## src/include/dac_loader_pkg.sv

```systemverilog
// Package with constants and carriers for the dual converter serial loader
// Overview of operation
// - Buffer-only write stores code in double buffer; latches A and B unchanged.
// - Latch A write loads latch A and copies double buffer into latch B together.
// - Double buffer equals latch B except after buffer-only write.
// - Latch B write puts twelve low bits into latch B and buffer; A untouched.
// - Bit fourteen selects speed: zero slow, one fast, for every write.
// - Buffer-only load: top bit zero, power-down zero, bit twelve one, code.
// - Latch A load: top bit one, power-down zero, then twelve-bit code.
// - Latch B load: top bit zero, bit twelve zero, power-down zero, code.
// - After reset latches A and B hold zero until first write.
// - While select low, shift one bit per falling serial clock, MSB first.
// - Select rising edge triggers the latch transfer chosen by command bits.
package dac_loader_pkg;
  localparam int WORD_W           = 16;
  localparam int LATCH_W          = 12;
  localparam int LATCH_A_SEL_POS  = 15;
  localparam int SPEED_POS        = 14;
  localparam int POWER_DOWN_POS   = 13;
  localparam int BUFFER_ONLY_POS  = 12;
  localparam logic [11:0] LATCH_RESET = 12'h000;
  localparam logic [15:0] SHIFT_RESET = 16'h0000;

  typedef struct packed {
    logic [2:0]  sclk_sync;
    logic [2:0]  csn_sync;
    logic [15:0] input_shift_register;
    logic [11:0] latch_a;
    logic [11:0] latch_b;
    logic [11:0] double_buffer;
    logic        fast_mode;
    logic        power_down;
    logic        update;
  } loader_state_t;
endpackage

```

## src/rtl/dual_dac_double_buffer_loader.sv

```systemverilog
// Serial command receiver and double-buffered latch set for a dual converter
`timescale 1ns/1ps
module dual_dac_double_buffer_loader
(
  input  wire logic        clk_sys,
  input  wire logic        reset,
  input  wire logic        serial_clk,
  input  wire logic        serial_data,
  input  wire logic        chip_select_n,
  output logic [11:0]      code_a,
  output logic [11:0]      code_b,
  output logic             fast_mode,
  output logic             power_down,
  output logic             update_pulse
);
  // All state lives in one struct; the comb block edits a copy.
  // Keeping every field in one place makes reset coverage easy to audit,
  // at the cost of a slightly wider always_ff.
  dac_loader_pkg::loader_state_t st_r;
  dac_loader_pkg::loader_state_t st_nxt;

  logic sclk_fall;
  logic cs_rise;
  logic cs_low;

  // Edges detected when stage two shows the new level and stage three still the old one
  assign sclk_fall = !st_r.sclk_sync[1] && st_r.sclk_sync[2];
  assign cs_rise   = st_r.csn_sync[1] && !st_r.csn_sync[2];
  assign cs_low    = !st_r.csn_sync[2];

  // Next state; data pin is sampled late enough since the clock edge lags by two stages
  always_comb
  begin
    st_nxt = st_r;
    st_nxt.update    = 1'b0;
    st_nxt.sclk_sync = {st_r.sclk_sync[1:0], serial_clk};
    st_nxt.csn_sync  = {st_r.csn_sync[1:0], chip_select_n};
    if (sclk_fall && cs_low)
    begin
      st_nxt.input_shift_register =
        {st_r.input_shift_register[14:0], serial_data};
    end
    // Odd edge counts are not flagged; whatever sits in the register is used
    if (cs_rise)
    begin
      st_nxt.update     = 1'b1;
      st_nxt.fast_mode  = st_r.input_shift_register[dac_loader_pkg::SPEED_POS];
      st_nxt.power_down = st_r.input_shift_register[dac_loader_pkg::POWER_DOWN_POS];
      if (st_r.input_shift_register[dac_loader_pkg::LATCH_A_SEL_POS])
      begin
        st_nxt.latch_a = st_r.input_shift_register[11:0];
        st_nxt.latch_b = st_r.double_buffer;
      end
      else if (st_r.input_shift_register[dac_loader_pkg::BUFFER_ONLY_POS])
      begin
        st_nxt.double_buffer = st_r.input_shift_register[11:0];
      end
      else
      begin
        st_nxt.latch_b       = st_r.input_shift_register[11:0];
        st_nxt.double_buffer = st_r.input_shift_register[11:0];
      end
    end
  end

  // Reset idles synchronisers at select high so no false edge follows release
  always_ff @(posedge clk_sys)
  begin
    if (reset)
    begin
      st_r.sclk_sync            <= 3'h0;
      st_r.csn_sync             <= 3'h7;
      st_r.input_shift_register <= dac_loader_pkg::SHIFT_RESET;
      st_r.latch_a              <= dac_loader_pkg::LATCH_RESET;
      st_r.latch_b              <= dac_loader_pkg::LATCH_RESET;
      st_r.double_buffer        <= dac_loader_pkg::LATCH_RESET;
      st_r.fast_mode            <= 1'b0;
      st_r.power_down           <= 1'b0;
      st_r.update               <= 1'b0;
    end
    else
    begin
      st_r <= st_nxt;
    end
  end

  // Outputs come straight from flip-flops, so they never glitch
  assign code_a       = st_r.latch_a;
  assign code_b       = st_r.latch_b;
  assign fast_mode    = st_r.fast_mode;
  assign power_down   = st_r.power_down;
  assign update_pulse = st_r.update;

  property p_buffer_only;
    @(posedge clk_sys) disable iff (reset)
    (cs_rise && !st_r.input_shift_register[15] && st_r.input_shift_register[12])
    |=> ($stable(code_a) && $stable(code_b)
         && st_r.double_buffer == $past(st_r.input_shift_register[11:0]));
  endproperty
  a_buffer_only: assert property (p_buffer_only) else $error("buffer-only write wrong");

  property p_latch_a;
    @(posedge clk_sys) disable iff (reset)
    (cs_rise && st_r.input_shift_register[15])
    |=> (code_a == $past(st_r.input_shift_register[11:0])
         && code_b == $past(st_r.double_buffer));
  endproperty
  a_latch_a: assert property (p_latch_a) else $error("latch A write wrong");

  property p_latch_b;
    @(posedge clk_sys) disable iff (reset)
    (cs_rise && !st_r.input_shift_register[15] && !st_r.input_shift_register[12])
    |=> ($stable(code_a) && code_b == $past(st_r.input_shift_register[11:0])
         && st_r.double_buffer == code_b);
  endproperty
  a_latch_b: assert property (p_latch_b) else $error("latch B write wrong");

  property p_speed;
    @(posedge clk_sys) disable iff (reset)
    cs_rise |=> fast_mode == $past(st_r.input_shift_register[14]);
  endproperty
  a_speed: assert property (p_speed) else $error("speed bit not applied");

  property p_power;
    @(posedge clk_sys) disable iff (reset)
    cs_rise |=> power_down == $past(st_r.input_shift_register[13]);
  endproperty
  a_power: assert property (p_power) else $error("power bit not applied");

  property p_hold;
    @(posedge clk_sys) disable iff (reset)
    !cs_rise |=> ($stable(code_a) && $stable(code_b) && !update_pulse);
  endproperty
  a_hold: assert property (p_hold) else $error("latch changed without select rise");

  property p_shift;
    @(posedge clk_sys) disable iff (reset)
    (sclk_fall && cs_low)
    |=> st_r.input_shift_register[15:1] == $past(st_r.input_shift_register[14:0]);
  endproperty
  a_shift: assert property (p_shift) else $error("shift register did not shift");

  property p_reset_zero;
    @(posedge clk_sys) $past(reset) |-> (code_a == 12'h000 && code_b == 12'h000);
  endproperty
  a_reset_zero: assert property (p_reset_zero) else $error("latches not zero after reset");

  property p_update;
    @(posedge clk_sys) disable iff (reset)
    cs_rise |=> update_pulse ##1 !update_pulse;
  endproperty
  a_update: assert property (p_update) else $error("update pulse wrong");

  // Double buffer only moves on a select rise
  property p_buffer_stable;
    @(posedge clk_sys) disable iff (reset)
    !cs_rise |=> $stable(st_r.double_buffer);
  endproperty
  a_buffer_stable: assert property (p_buffer_stable) else $error("buffer moved");

  // A latch A write copies the buffer out but leaves it as it was
  property p_latch_a_keeps_buffer;
    @(posedge clk_sys) disable iff (reset)
    (cs_rise && st_r.input_shift_register[15]) |=> $stable(st_r.double_buffer);
  endproperty
  a_latch_a_keeps_buffer: assert property (p_latch_a_keeps_buffer) else $error("buffer hit");

  // The update pulse is always caused by a detected select rise
  property p_update_cause;
    @(posedge clk_sys) disable iff (reset)
    update_pulse |-> $past(cs_rise);
  endproperty
  a_update_cause: assert property (p_update_cause) else $error("update without select");

  // Without a qualified falling edge the shift register holds
  property p_shift_idle;
    @(posedge clk_sys) disable iff (reset)
    !(sclk_fall && cs_low) |=> $stable(st_r.input_shift_register);
  endproperty
  a_shift_idle: assert property (p_shift_idle) else $error("shift register moved");

  // The newest bit enters at the bottom, so the first bit ends on top
  property p_shift_lsb;
    @(posedge clk_sys) disable iff (reset)
    (sclk_fall && cs_low) |=> st_r.input_shift_register[0] == $past(serial_data);
  endproperty
  a_shift_lsb: assert property (p_shift_lsb) else $error("wrong bit shifted in");

  // The update strobe never lasts two cycles
  property p_pulse_single;
    @(posedge clk_sys) disable iff (reset)
    update_pulse |=> !update_pulse;
  endproperty
  a_pulse_single: assert property (p_pulse_single) else $error("update pulse too long");

  // Mode bits are levels that only a write may change
  property p_mode_stable;
    @(posedge clk_sys) disable iff (reset)
    !cs_rise |=> ($stable(fast_mode) && $stable(power_down));
  endproperty
  a_mode_stable: assert property (p_mode_stable) else $error("mode changed without write");

  // Reset leaves the modes cleared and no pending update
  property p_reset_modes;
    @(posedge clk_sys) $past(reset) |-> (!update_pulse && !fast_mode && !power_down);
  endproperty
  a_reset_modes: assert property (p_reset_modes) else $error("modes not clear after reset");
endmodule

```

## config.mk

```make
export PLATFORM = sky130hd
export DESIGN_NAME = dual_dac_double_buffer_loader
export DESIGN_NICKNAME = d
export VERILOG_FILES = /design/src/include/dac_loader_pkg.sv /design/src/rtl/dual_dac_double_buffer_loader.sv
export SDC_FILE = /design/constraint.sdc
export NUM_CORES = 1
export LEC_CHECK = 0
export BUFFER_PORTS_ARGS = -buffer_cell sky130_fd_sc_hd__clkbuf_2
export CAP_MARGIN = 20
export CORE_MARGIN = 2
export CORE_UTILIZATION = 40
export CTS_BUF_LIST = sky130_fd_sc_hd__clkbuf_4 sky130_fd_sc_hd__clkbuf_8
export CTS_CLUSTER_SIZE = 30
export DETAILED_ROUTE_END_ITERATION = 6
export HOLD_SLACK_MARGIN = 0.02
export PLACE_DENSITY = 0.6
export SYNTH_ARGS = -nofsm -noshare
export SYNTH_HDL_FRONTEND = slang
export SYNTH_SLANG_ARGS = --single-unit
```

## constraint.sdc

```tcl
create_clock -name clk_sys -period 1.6 [get_ports clk_sys]
set_input_delay 0 -clock clk_sys [delete_from_list [all_inputs] [get_ports clk_sys]]
set_output_delay 0 -clock clk_sys [all_outputs]
set_load 0.03 [all_outputs]
```

### Yosys cells after proc, flatten, opt, wreduce, memory -nomap -nowiden

Index checks and enable logic that the tools add are counted.

| cells by class | value |
|---|---|
| multipliers | 0 |
| $add $sub $neg | 0 |
| $lt $le $gt $ge | 0 |
| div/mod/pow operators | 0 |
| equality and inequality tests | 1 |
| reduce and logical (&&, ||, !) cells | 8 |
| shift operators | 0 |
| mux-type cells | 3 |
| bitwise logic cells | 1 |

Operators with widths:

| operator | number |
|---|---|
| $mux 12 | 2 |
| $reduce_and 2->1 | 3 |
| $logic_and 1x1->1 | 3 |
| $logic_not 1->1 | 2 |
| $ne 2x1->1 const B | 1 |
| $mux 1 | 1 |
| $not 1->1 | 1 |

| word-level totals | value |
|---|---|
| bits in writable memories | 0 |
| memory bits (read-only) | 0 |
| bits in latches | 0 |
| word-level logic and storage cells | 22 |
| bits in registers | 61 |
| output and inout bits | 27 |
| memories | 0 |

### Depth between registers and ports, before layout

| logic depth | value |
|---|---|
| word-level depth | 3 |
| mapped depth | 5 |
| mapped depth without buffers | 3 |

### Least setup slack after synthesis

No wires, ideal clock.

| timing path | value |
|---|---|
| kind | register -> register |
| start | reg st_r[57] (netlist name) |
| end | reg st_r[54] (netlist name) |
| stages on the path, launching flop included | 6 |
| arrival time | 1.101 ns |
| required time | 1.468 ns |
| path slack | 0.367 ns |
| cells stage by stage | dfxtp_1 -> or3b_1 -> clkbuf_2 -> buf_6 -> nand2_1 -> a21oi_1 |

| on the way | value |
|---|---|
| longest elaborated chain between the ends | 2 |

Ends and longest elaborated chain:

| element | RTL line | text |
|---|---|---|
| start, declared | dual_dac_double_buffer_loader.sv:19 | `dac_loader_pkg::loader_state_t st_r;` |
| start signal, assigned | dual_dac_double_buffer_loader.sv:83 | `st_r <= st_nxt;` |
| $logic_not 1->1 | dual_dac_double_buffer_loader.sv:29 | `assign cs_low = !st_r.csn_sync[2];` |
| $logic_and 1x1->1 | dual_dac_double_buffer_loader.sv:38 | `if (sclk_fall && cs_low)` |

No other way between the ends.
A chain may end at the register's enable or synchronous reset.

### Worst setup path in the final report

| timing path | value |
|---|---|
| start | reg st_r[57] (netlist name) |
| end | reg st_r[46] (netlist name) |

The elaborated chain is that of the path after synthesis.

==> flow_summary.ini <==
[setup_path]
crit_arrival_ns = 1.56
r2r_slack_ns = 0.23
regToRegEndpoint = st_r[46]$_SDFFE_PP0P_
crit_fanout = 16
worstSetupPathType = reg -> reg
critPathMaxStageDelay_ns = 0.63
ff2ff_path_depth = 3
reg2reg_from = st_r[57]$_SDFF_PP1_
crit_buf_inv = 0
critPathSlowestCell = or3b_1
crit_chain = or3b_1, nand2_1, a21oi_1
worstSetupEndpointType = flip-flop
critPathRequiredTime_ns = 1.79
startpoint_type = flip-flop
crit_family = simple AND/OR/NAND/NOR gates

[timing]
rsz0062_at_grt = false
final.period_utilization_pct = 85.4
period_needed_ns = 1.37
hold_viol_final = 0
tightest_slew_ns = 0.696
max_freq_ghz = 0.732
maxSlewHeadroom_pct = 53.6
fin_setup_tns_ns = 0
skew_ns = 0.00840
setup_slack_ns = 0.233
drv_slew = 0
setup_viol = 0

[cells_and_area]
post-route-util_pct = 46.2
area_growth_pct = 11.6
drive_gt1_share_pct = 22.6
nets = 283
n_antenna_cell = 0
final_cell_mix = 61 x dfxtp_1, 44 x nand2_1, 40 x a21oi_1
multi_input_area_um2 = 943
fillers = 609
seq_area_um2 = 1220
final_common_cell = dfxtp_1

[synthesis]
netlist.area_leader.share_pct = 49.5
syn_area_um2 = 2470
ys_seq_elements = 61
syn_nets = 272
yosysWarnings = 0
synth_cells = 267
synth-seq-area-share_pct = 49.5
ys_types = 21
synth.largest_area_cell = dfxtp_1
avgSynthCellArea_um2 = 9.25
synthTopCellsByArea = dfxtp_1 49%, mux2i_1 11%, a21oi_1 8.1%, buf_4 7.9%, nand2_1 6.7%

[route]
drt_pass1_iterations = 4
ant_nets = 0
drc_errors = 0
num_vias = 1745
viasPerCell = 4.87
drt_wl_total_um = 4540
drt_iter0_drc = 53
avgRoutedWirePerCell_um = 12.7

[grt]
track_usage_pct = 14.7
antenna_found_initial = 0
grt_overflow = 0
grt_max_degree = 34
grt_pass1_vias = 1581
grt_pass1_wl_um = 7500

[place]
hpwl_um = 3010
io_buffers = 31
place.gp.congestion = 0.686
post-place-ws_ns = 0.229

[power]
p_per_area_nw_per_um2 = 1110
p_total_uw = 3060
p_leak_uw = 0.000957
switchingPower_uw = 674
power.share.clock_pct = 45.8
ir_drop_uv = 463
pwr-share-seq_pct = 50.5
internal_power_uw = 2380
p_comb_share_pct = 3.7
switching_share_pct = 22.1

[hold_path]
min_from = reset
hold_depth = 2
hp-class = in -> reg
min_to = st_r[14]$_SDFFE_PP0P_

[clock_network]
ctsHtreeMaxLevel = 3
cts_buffer_depth = 2
insertion_delay_ns = 0.33
clk_pin_slew_ns = 0.07
cts_tree = built
cts_buffers = 9
cts_resized = 0
cts.sinks = 61
cts-root-buf = clkbuf_8

[die]
std_cell_rows = 28
design.portCount = 32
die-area_um2 = 6820
core-area_um2 = 5960
die_x_um = 82.6
initial_core_util_pct = 41.4
die_h_um = 82.6

[status]
status = finished clean

[job]
cap_viol_max_count = 0
power groups by stage:
stage / Clock, µW / Combinational (µW) / Sequential (µW)
after global placement: 0 / 110 / 1580
after detailed placement: 0 / 111 / 1580
after floorplan: 0 / 92.4 / 1580
after global routing: 1490 / 126 / 1540
after CTS: 1440 / 117 / 1540
final: 1400 / 115 / 1540
flip-flops by register name (all words and copies together) (netlist names):
name	flops
code_b	12
st_nxt	4
fast_mode	1
update_pulse	1
code_a	12
st_r	30
power_down	1
layer usage:
| metal | up-vias | track usage, % | part of all wire [%] |
|---|---|---|---|
| li1 | 899 | - | - |
| met1 | 806 | 20.4 | 53 |
| met2 | 31 | 20.7 | 41 |
| met3 | 9 | 3.48 | 3.7 |
| met4 | 0 | 8.36 | 2.0 |
| met5 | - | 0 | 0 |
area by class of cell:
type / instances / area share, %
clock buffers: 11 / 5.50
clock inverters: 5 / 2.14
multi-input cells: 162 / 34.3
flip-flops and latches: 61 / 44.3
well taps: 75 / 3.41
repair buffers: 44 / 10.4
Yosys cell counts (all sizes together):
library cell  number
a211oi            12
a21oi             40
and2               1
buf               36
clkbuf             8
dfxtp             61
mux2i             26
nand2             44
nand2b             1
nand3             12
nand3b             1
nor2              14
nor2b              5
nor3b              2
or2                3
or3b               1
kinds of logic after synthesis:
family	after synthesis	synth area share, %
and+or+nand+nor	84	15.8
DFF	61	49.5
AOI/OAI and AO/OA	52	11.8
muxes	26	10.5
buffers and inverters	44	12.4
repair_timing:
action,CTS,global route
hold buffers,3,0
buffers inserted,0,0
endpoints found under the hold margin,3,0
endpoints found under the setup margin,0,0
per-stage QoR:
step / instances / instance area (µm²) / hold slack [ns]
after floorplan: 267 / 2470 / 0.104
after detailed placement: 339 / 2510 / 0.188
after global placement: 339 / 2510 / 0.182
after global routing: 358 / 2750 / 0.366
after CTS: 358 / 2750 / 0.317
final: 358 / 2750 / 0.302
how the worst max path moves through the flow:
stage / from / endpoint / slack [ns] / cells after the start
after floorplan: st_r[57]$_SDFF_PP1_ / st_r[54]$_SDFFE_PP0P_ / 0.37 / 5
after global placement: st_r[57]$_SDFF_PP1_ / st_r[48]$_SDFFE_PP0P_ / 0.26 / 3
after detailed placement: st_r[57]$_SDFF_PP1_ / st_r[46]$_SDFFE_PP0P_ / 0.23 / 3
after CTS: st_r[57]$_SDFF_PP1_ / st_r[49]$_SDFFE_PP0P_ / 0.22 / 3
after global routing: st_r[54]$_SDFFE_PP0P_ / code_a[0]$_SDFFE_PP0P_ / 0.11 / 3
final: st_r[57]$_SDFF_PP1_ / st_r[46]$_SDFFE_PP0P_ / 0.23 / 3
No activity file was read; power rests on OpenSTA's default activity.
